<file path="config.mk">
export PLATFORM = sky130hd
export DESIGN_NAME = ptcd_target
export DESIGN_NICKNAME = d
export VERILOG_FILES = /design/src/logic/ptcd_pkg.sv /design/src/logic/ptcd_cfg_mem.sv /design/src/logic/ptcd_target.sv
export SDC_FILE = /design/constraint.sdc
export NUM_CORES = 2
export LEC_CHECK = 0
export BUFFER_PORTS_ARGS = -buffer_cell sky130_fd_sc_hd__buf_2
export CORE_UTILIZATION = 38
export DETAILED_ROUTE_END_ITERATION = 10
export REMOVE_ABC_BUFFERS = 1
export SYNTH_ARGS = -nofsm -noshare
export SYNTH_HDL_FRONTEND = slang
export SYNTH_SLANG_ARGS = --single-unit
export TNS_END_PERCENT = 50
</file>
<file path="constraint.sdc">
create_clock -name clk -period 2.95 [get_ports clk]
set_clock_uncertainty 0.2 [all_clocks]
set_input_delay 0 -clock clk [delete_from_list [all_inputs] [get_ports clk]]
set_output_delay 0 -clock clk [all_outputs]
set_load 0.005 [all_outputs]
</file>
<file path="src/logic/ptcd_pkg.sv">
// constants and types for the pci target configuration decode block
package ptcd_pkg;

  // ****************************************************************
  // bus commands
  // ****************************************************************
  localparam logic [3:0] CMD_IO_RD   = 4'h2;
  localparam logic [3:0] CMD_IO_WR   = 4'h3;
  localparam logic [3:0] CMD_MEM_RD  = 4'h6;
  localparam logic [3:0] CMD_MEM_WR  = 4'h7;
  localparam logic [3:0] CMD_CFG_RD  = 4'ha;
  localparam logic [3:0] CMD_CFG_WR  = 4'hb;
  localparam logic [3:0] CMD_MEM_RDM = 4'hc;
  localparam logic [3:0] CMD_MEM_RDL = 4'he;
  localparam logic [3:0] CMD_MEM_WRI = 4'hf;

  // ****************************************************************
  // configuration space layout
  // ****************************************************************
  localparam int          IDX_W      = 6;
  localparam int          CFG_WORDS  = 64;
  localparam int          ROM_OFF_W  = 20;
  localparam int          WIN_OFF_W  = 5;
  localparam logic [5:0]  IDX_ID     = 6'h00;
  localparam logic [5:0]  IDX_CMD    = 6'h01;
  localparam logic [5:0]  IDX_CLASS  = 6'h02;
  localparam logic [5:0]  IDX_MISC   = 6'h03;
  localparam logic [5:0]  IDX_BAR0   = 6'h04;
  localparam logic [5:0]  IDX_BAR1   = 6'h05;
  localparam logic [5:0]  IDX_ROM    = 6'h0c;
  localparam logic [5:0]  IDX_INTR   = 6'h0f;
  localparam int          IOEN_BIT   = 0;
  localparam int          MEMEN_BIT  = 1;
  localparam int          ROMEN_BIT  = 0;
  localparam int          FBB_AD_BIT = 23;
  localparam logic [15:0] CMD_WMASK  = 16'h0003;
  localparam logic [15:0] STATUS_FIX = 16'h0080;
  localparam logic [31:0] WIN_MASK   = 32'hffff_ffe0;
  localparam logic [31:0] ROM_MASK   = 32'hfff0_0000;
  localparam logic [31:0] ROMEN_MASK = 32'h0000_0001;
  localparam logic [31:0] BAR0_FLAGS = 32'h0000_0001;

  // ****************************************************************
  // types
  // ****************************************************************
  typedef enum logic [2:0] {S_IDLE, S_WAIT, S_DEV, S_XFER, S_STOP, S_TURN} ptcd_state_e;

  // cycle context caught in the address phase
  typedef struct packed {
    logic                 cfg;
    logic                 rom;
    logic                 write;
    logic                 retry;
    logic [IDX_W-1:0]     idx;
    logic [ROM_OFF_W-1:0] off;
  } ptcd_cyc_s;

  // request to the register groups and rom behind this port
  typedef struct packed {
    logic                 valid;
    logic                 write;
    logic                 rom;
    logic [ROM_OFF_W-1:0] off;
    logic [3:0]           be;
    logic [31:0]          wdata;
  } ptcd_res_s;

endpackage

</file>
<file path="src/logic/ptcd_cfg_mem.sv">
// byte-lane configuration word store with registered read
`timescale 1ns/1ns
module ptcd_cfg_mem
  import ptcd_pkg::*;
(
  input  wire logic             clk,
  input  wire logic             rst,
  input  wire logic             wr_en,
  input  wire logic [IDX_W-1:0] wr_idx,
  input  wire logic [3:0]       wr_be,
  input  wire logic [31:0]      wr_data,
  input  wire logic [IDX_W-1:0] rd_idx,
  output logic      [31:0]      rd_data
);

  // one storage array per byte lane
  for (genvar g = 0; g < 4; g++) begin : g_lane
    logic [7:0] lane_mem [CFG_WORDS];
    always_ff @(posedge clk) begin
      if (rst) begin
        for (int w = 0; w < CFG_WORDS; w++) begin
          lane_mem[w] <= 8'h00;
        end
        rd_data[8*g +: 8] <= 8'h00;
      end else begin
        if (wr_en && wr_be[g]) begin
          lane_mem[wr_idx] <= wr_data[8*g +: 8];
        end
        rd_data[8*g +: 8] <= lane_mem[rd_idx];
      end
    end
  end

endmodule

</file>
<file path="src/logic/ptcd_target.sv">
// pci target: command decode, configuration space and slave cycle timing
`timescale 1ns/1ns
module ptcd_target
  import ptcd_pkg::*;
#(
  parameter logic [31:0] ID_WORD    = 32'h00a5_0f0f, // arbitrary value
  parameter logic [31:0] CLASS_WORD = 32'h0000_0000
) (
  input  wire logic        clk,
  input  wire logic        rst,
  input  wire logic        frame_n,
  input  wire logic        irdy_n,
  input  wire logic        idsel,
  input  wire logic [3:0]  cbe_n,
  input  wire logic [31:0] ad_in,
  output logic      [31:0] ad_out,
  output logic             ad_oe_n,
  output logic             devsel_n,
  output logic             trdy_n,
  output logic             stop_n,
  output logic             ctl_oe_n,
  input  wire logic        eeprom_load_busy,
  output ptcd_res_s        res_req,
  input  wire logic [31:0] res_rdata
);

  // ****************************************************************
  // state and registers
  // ****************************************************************
  ptcd_state_e  st_reg;
  ptcd_state_e  st_next;
  ptcd_cyc_s    cyc_reg;
  ptcd_res_s    res_req_reg;
  logic         frame_q_reg;
  logic [15:0]  cmd_reg;
  logic [31:0]  bar0_reg;
  logic [31:0]  bar1_reg;
  logic [31:0]  rom_reg;
  logic [31:0]  ad_out_reg;
  logic         ad_oe_n_reg;
  logic         devsel_n_reg;
  logic         trdy_n_reg;
  logic         stop_n_reg;
  logic         ctl_oe_n_reg;
  logic [31:0]  mem_rdata;
  logic [31:0]  cfg_rdata;
  logic [31:0]  wmerged;
  logic [3:0]   be;
  logic         addr_ph;
  logic         accept;
  logic         cfg_hit;
  logic         io_hit;
  logic         mem_hit;
  logic         rom_hit;
  logic         mem_rd;
  logic         mem_wr;
  logic         claim;
  logic         go;
  logic         xfer;
  logic         cfg_wr;
  logic         is_write;

  assign ad_out   = ad_out_reg;
  assign ad_oe_n  = ad_oe_n_reg;
  assign devsel_n = devsel_n_reg;
  assign trdy_n   = trdy_n_reg;
  assign stop_n   = stop_n_reg;
  assign ctl_oe_n = ctl_oe_n_reg;
  assign res_req  = res_req_reg;

  // implemented configuration words
  function automatic logic cfg_impl(input logic [IDX_W-1:0] idx);
    cfg_impl = (idx == IDX_ID) || (idx == IDX_CMD) || (idx == IDX_CLASS) ||
               (idx == IDX_MISC) || (idx == IDX_BAR0) || (idx == IDX_BAR1) ||
               (idx == IDX_ROM) || (idx == IDX_INTR);
  endfunction

  // ****************************************************************
  // address phase decode
  // ****************************************************************

  // previous frame level marks the first clock of an address phase
  always_ff @(posedge clk) begin
    if (rst) begin
      frame_q_reg <= 1'b1;
    end else begin
      frame_q_reg <= frame_n;
    end
  end

  // a new address phase follows idle or another target's last data phase
  assign addr_ph = !frame_n && frame_q_reg;
  assign accept  = (st_reg == S_IDLE) || (st_reg == S_TURN);

  // command and window matching
  always_comb begin
    cfg_hit = idsel && (ad_in[1:0] == 2'b00) &&
              ((cbe_n == CMD_CFG_RD) || (cbe_n == CMD_CFG_WR));
    mem_rd  = (cbe_n == CMD_MEM_RD) || (cbe_n == CMD_MEM_RDM) ||
              (cbe_n == CMD_MEM_RDL);
    mem_wr  = (cbe_n == CMD_MEM_WR) || (cbe_n == CMD_MEM_WRI);
    io_hit  = cmd_reg[IOEN_BIT] && ((cbe_n == CMD_IO_RD) || (cbe_n == CMD_IO_WR)) &&
              ((ad_in & WIN_MASK) == (bar0_reg & WIN_MASK));
    mem_hit = cmd_reg[MEMEN_BIT] && (mem_rd || mem_wr) &&
              ((ad_in & WIN_MASK) == (bar1_reg & WIN_MASK));
    rom_hit = cmd_reg[MEMEN_BIT] && rom_reg[ROMEN_BIT] && (mem_rd || mem_wr) &&
              ((ad_in & ROM_MASK) == (rom_reg & ROM_MASK));
    // other command codes fall through unclaimed
    claim    = cfg_hit || io_hit || mem_hit || rom_hit;
    is_write = (cbe_n == CMD_CFG_WR) || (cbe_n == CMD_IO_WR) || mem_wr;
  end

  assign go   = addr_ph && accept && claim;
  assign xfer = (st_reg == S_XFER) && !irdy_n;
  assign be   = ~cbe_n;

  // cycle context captured once per claim
  always_ff @(posedge clk) begin
    if (rst) begin
      cyc_reg <= '0;
    end else if (go) begin
      cyc_reg.cfg   <= cfg_hit;
      cyc_reg.rom   <= !cfg_hit && !io_hit && !mem_hit;
      cyc_reg.write <= is_write;
      cyc_reg.retry <= eeprom_load_busy;
      cyc_reg.idx   <= ad_in[7:2];
      cyc_reg.off   <= (cfg_hit || io_hit || mem_hit) ?
                       {{(ROM_OFF_W-WIN_OFF_W){1'b0}}, ad_in[WIN_OFF_W-1:0]} :
                       ad_in[ROM_OFF_W-1:0];
    end
  end

  // ****************************************************************
  // cycle sequencer
  // ****************************************************************

  // next state of the slave cycle
  always_comb begin
    case (st_reg)
      S_IDLE, S_TURN: begin
        st_next = go ? S_WAIT : S_IDLE;
      end
      S_WAIT: begin
        st_next = cyc_reg.retry ? S_STOP : S_DEV;
      end
      S_DEV: begin
        st_next = S_XFER;
      end
      S_XFER: begin
        if (!irdy_n) begin
          st_next = frame_n ? S_TURN : S_STOP;
        end else begin
          st_next = S_XFER;
        end
      end
      S_STOP: begin
        st_next = frame_n ? S_TURN : S_STOP;
      end
      default: begin
        st_next = S_IDLE;
      end
    endcase
  end

  always_ff @(posedge clk) begin
    if (rst) begin
      st_reg <= S_IDLE;
    end else begin
      st_reg <= st_next;
    end
  end

  // target control lines, driven from the clock after medium decode
  always_ff @(posedge clk) begin
    if (rst) begin
      devsel_n_reg <= 1'b1;
      trdy_n_reg   <= 1'b1;
      stop_n_reg   <= 1'b1;
      ctl_oe_n_reg <= 1'b1;
    end else begin
      devsel_n_reg <= !((st_next == S_DEV) || (st_next == S_XFER) ||
                        (st_next == S_STOP));
      trdy_n_reg   <= !(st_next == S_XFER);
      stop_n_reg   <= !((st_next == S_STOP) ||
                        ((st_next == S_XFER) && (st_reg == S_DEV) && !frame_n && !irdy_n) ||
                        ((st_next == S_XFER) && (st_reg == S_XFER) && !stop_n_reg));
      // one cycle of driven high before release avoids contention
      ctl_oe_n_reg <= (st_next == S_IDLE) || (st_next == S_WAIT);
    end
  end

  // ****************************************************************
  // data path
  // ****************************************************************

  // configuration read mux
  always_comb begin
    case (cyc_reg.idx)
      IDX_ID:    cfg_rdata = ID_WORD;
      IDX_CMD:   cfg_rdata = {STATUS_FIX, cmd_reg};
      IDX_CLASS: cfg_rdata = CLASS_WORD;
      IDX_BAR0:  cfg_rdata = bar0_reg | BAR0_FLAGS;
      IDX_BAR1:  cfg_rdata = bar1_reg;
      IDX_ROM:   cfg_rdata = rom_reg;
      IDX_MISC:  cfg_rdata = mem_rdata;
      IDX_INTR:  cfg_rdata = mem_rdata;
      default:   cfg_rdata = 32'h0000_0000;
    endcase
  end

  // byte-lane merge of write data over the current word
  for (genvar g = 0; g < 4; g++) begin : g_merge
    assign wmerged[8*g +: 8] = be[g] ? ad_in[8*g +: 8] : cfg_rdata[8*g +: 8];
  end

  // read data and bus drive
  always_ff @(posedge clk) begin
    if (rst) begin
      ad_out_reg  <= 32'h0000_0000;
      ad_oe_n_reg <= 1'b1;
    end else begin
      if ((st_reg == S_DEV) && !cyc_reg.write) begin
        ad_out_reg <= cyc_reg.cfg ? cfg_rdata : res_rdata;
      end
      ad_oe_n_reg <= !(((st_next == S_DEV) || (st_next == S_XFER)) &&
                       !cyc_reg.write && !cyc_reg.retry);
    end
  end

  assign cfg_wr = xfer && cyc_reg.cfg && cyc_reg.write;

  // configuration registers that steer decode
  always_ff @(posedge clk) begin
    if (rst) begin
      cmd_reg  <= 16'h0000;
      bar0_reg <= 32'h0000_0000;
      bar1_reg <= 32'h0000_0000;
      rom_reg  <= 32'h0000_0000;
    end else if (cfg_wr) begin
      case (cyc_reg.idx)
        IDX_CMD:  cmd_reg  <= wmerged[15:0] & CMD_WMASK;
        IDX_BAR0: bar0_reg <= wmerged & WIN_MASK;
        IDX_BAR1: bar1_reg <= wmerged & WIN_MASK;
        IDX_ROM:  rom_reg  <= wmerged & (ROM_MASK | ROMEN_MASK);
        default:  cmd_reg  <= cmd_reg;
      endcase
    end
  end

  // scratch configuration words
  ptcd_cfg_mem u_mem (
    .clk     (clk),
    .rst     (rst),
    .wr_en   (cfg_wr && ((cyc_reg.idx == IDX_MISC) || (cyc_reg.idx == IDX_INTR))),
    .wr_idx  (cyc_reg.idx),
    .wr_be   (be),
    .wr_data (ad_in),
    .rd_idx  (cyc_reg.idx),
    .rd_data (mem_rdata)
  );

  // requests to register groups and rom; rom writes complete with no effect
  always_ff @(posedge clk) begin
    if (rst) begin
      res_req_reg <= '0;
    end else begin
      res_req_reg.valid <= 1'b0;
      if ((st_reg == S_WAIT) && !cyc_reg.cfg && !cyc_reg.retry && !cyc_reg.write) begin
        res_req_reg.valid <= 1'b1;
        res_req_reg.write <= 1'b0;
        res_req_reg.rom   <= cyc_reg.rom;
        res_req_reg.off   <= cyc_reg.off;
        res_req_reg.be    <= be;
        res_req_reg.wdata <= 32'h0000_0000;
      end else if (xfer && !cyc_reg.cfg && cyc_reg.write && !cyc_reg.rom) begin
        res_req_reg.valid <= 1'b1;
        res_req_reg.write <= 1'b1;
        res_req_reg.rom   <= 1'b0;
        res_req_reg.off   <= cyc_reg.off;
        res_req_reg.be    <= be;
        res_req_reg.wdata <= ad_in;
      end
    end
  end
endmodule

</file>
==> reports/qor.txt <==
Routability cong.: 0.8469
Number of fill cells: 19.36k
DP Cell Count: 9332
DP Wirelength: 112800 um
Yosys reg bits: 2276
Dpl cell area: 0.1009 sq mm
Rows: 176
Final instance area: 0.1103 sq mm
Average cell area after synthesis: 19.72 sq um
Largest net degree at the start of global routing: 212
Layout cells sized above 1: 0.2030
CP cell instances: nand3b_1 -> nor3_4 -> nor4b_2 -> nand2_1 -> nor2_1 -> buf_4 -> and2_1 -> dlygate4sd3_1
1st-iter DRT viols: 3403
Hold Crit Class: in -> reg
Cell Count, Final, Fillers Out: 9936
CTS Buf Count: 230
Core area: 0.2310 sq mm
Latest clock arrival within the worst-skew pair: 890 ps
R2r setup slk: 90 ps
CTS Sinks: 2276
MaxCap Viol Count: 0
DR vias: 43.79k
# IOs: 170
Worst hold slack: 60.34 ps
Most common cell in the netlist: edfxtp_1
Worst path slowest cell: dlygate4sd3_1
Mapped Cells: 4495
Final wirelength: 183400 um
Crit Path Max Fanout: 8
Unique masters post-synth: 47
Worst Setup End Kind: flop
DRT antenna net count: 0
Area growth from synthesis to layout: 24.45%
Die Wd: 485.0 um
Max reg flops: 2048
Worst-margin pin slew: 1073 ps
YS warnings: 0
Design Power: 70.52 mW
Die H: 485.0 um
Ys flop type: edfxtp_1
Vias in the first global route: 45.82k
Final TNS setup: 0 ps
Cell area power density: 639.3 mW/mm^2
Die area: 0.2352 sq mm
Synth top cells by count: 2048 x edfxtp_1, 640 x mux4_2, 436 x clkbuf_1, 241 x nand2_1, 228 x dfxtp_1
Cell taking the most area after synthesis: edfxtp_1
Remaining global-route overflow: 0
Final worst path period need: 2857 ps
DRC Markers: 0
Bufs and invs on worst path: 2
Final worst slack: 93.03 ps
Core Util, Final: 0.4776
WL per Instance: 18.46 um
CTS root buffer: clkbuf_16
Fmax: 350.0 MHz
CP top delay family: simple AND/OR/NAND/NOR gates
Leakage: 39.45 nW
First-pass GRT wire length: 275900 um
Drt via density: 4.408
H-Tree Depth: 4
Top cells by area, synth: edfxtp_1 69%, mux4_2 16%, dfxtp_1 5.1%
IO Port Bufs: 169
Post-CTS Setup Bufs: 0
CTS tree: done
Initial antenna violation count: 10
Final worst-path cycle share: 0.9685
Fin. max-slew vios: 0
Startpoint types: flop
Worst EP required: 3500 ps
Ys async rst share: 0
Post-Syn Area: 0.08865 sq mm
Peak supply drop: 0.5873 mV
Final hold vios: 0
CTS Buffer Depth: 3
Detailed Routing Iterations Pass 1: 6
Gr usage total: 0.1577
Critical path arrival: 3410 ps
Slew headroom: 0.2846
# setup viols final: 0
Status: finished, final reports clean
Post-synth EDFFs: 2048
Nets@finish: 6776
Initial core utilization: 0.3838
Yosys top cell area share: 0.6937
Dpl ws: -133.0 ps
Clock transition at path regs: 60 ps
Sequential cell area fraction in the yosys report: 0.7452
CP max stage delay: 530 ps
Critical path class: reg -> reg
==> cell type report <==
| cell class | count | area [sq um] | area share |
|---|---|---|---|
| clock buffer | 311 | 6444 | 0.05841 |
| antenna | 4 | 10.01 | 0.00009073 |
| clock inverter | 125 | 1314 | 0.01191 |
| timing repair buffer | 542 | 4787 | 0.04339 |
| inverter | 3 | 11.26 | 0.0001021 |
| multi-input combinational | 3649 | 27880 | 0.2528 |
| sequential | 2276 | 66090 | 0.5990 |
| tap | 3026 | 3786 | 0.03432 |
==> layout by cell type (no fill, tap or decap), drive strengths merged, types with 7 or more instances in the layout <==
cell,count
a211oi,26
a21oi,159
a222oi,24
a31oi,13
and2,66
and3,8
buf,378
bufinv,18
clkbuf,311
clkinv,96
conb,1984
dfxtp,228
dlygate4sd3,164
edfxtp,2048
inv,10
mux2i,90
mux4,640
nand2,241
nand2b,45
nand3,30
nand4,14
nor2,114
nor2b,8
nor3,12
nor4,7
o211ai,11
o21ai,21
o22ai,32
or2,10
xnor2,53
xor2,15
==> report_power, final <==
part,total (mW),switching (mW),internal [mW],leakage (nW)
sequential,38.3,0.596,37.7,21.9
clock,29.2,12.3,16.9,3.80
combinational,3.00,1.67,1.33,13.8
==> worst register-to-register path: cells and delay by family (launching register included) <==
family                 cells  cell delay, ps
and+or+nand+nor            6            1380
buffers and inverters      2             740
DFF                        1             400
==> path summary, 6_finish.rpt <==
check | end | start | cells past startpoint
setup / recovery | u_mem.g_lane[0].lane_mem[15][3] | cyc_reg[21] | 8
hold reg to reg | res_req[36] | res_req[36] | 2
setup reg to reg | u_mem.g_lane[0].lane_mem[15][3] | cyc_reg[21] | 8
hold / removal | res_req[30] | ad_in[30] | 5
==> cells by family after synthesis <==
logic type,share of synthesized area
AO/OA/AOI/OAI,0.02023
XOR/XNOR,0.006718
buffers and inverters,0.02500
flip-flops,0.7452
multiplexers,0.1728
other,0.00004230
AND/OR/NAND/NOR,0.03003
==> what timing repair did <==
item	CTS	global route
hold buffers	164	0
pin swaps	0	0
gates cloned	0	0
endpoints found under the hold margin	1582	0
resized for setup	1	7
endpoints found under the setup margin	1	21
==> per-layer routing <==
metal	track usage	vias up	wire length [um]
met5	0	-	14
met1	0.1864	22095	71350
met2	0.2731	941	93380
met3	0.02437	391	7624
li1	-	20364	-
met4	0.09168	2	11070
Power figures use the tool's default switching activity.
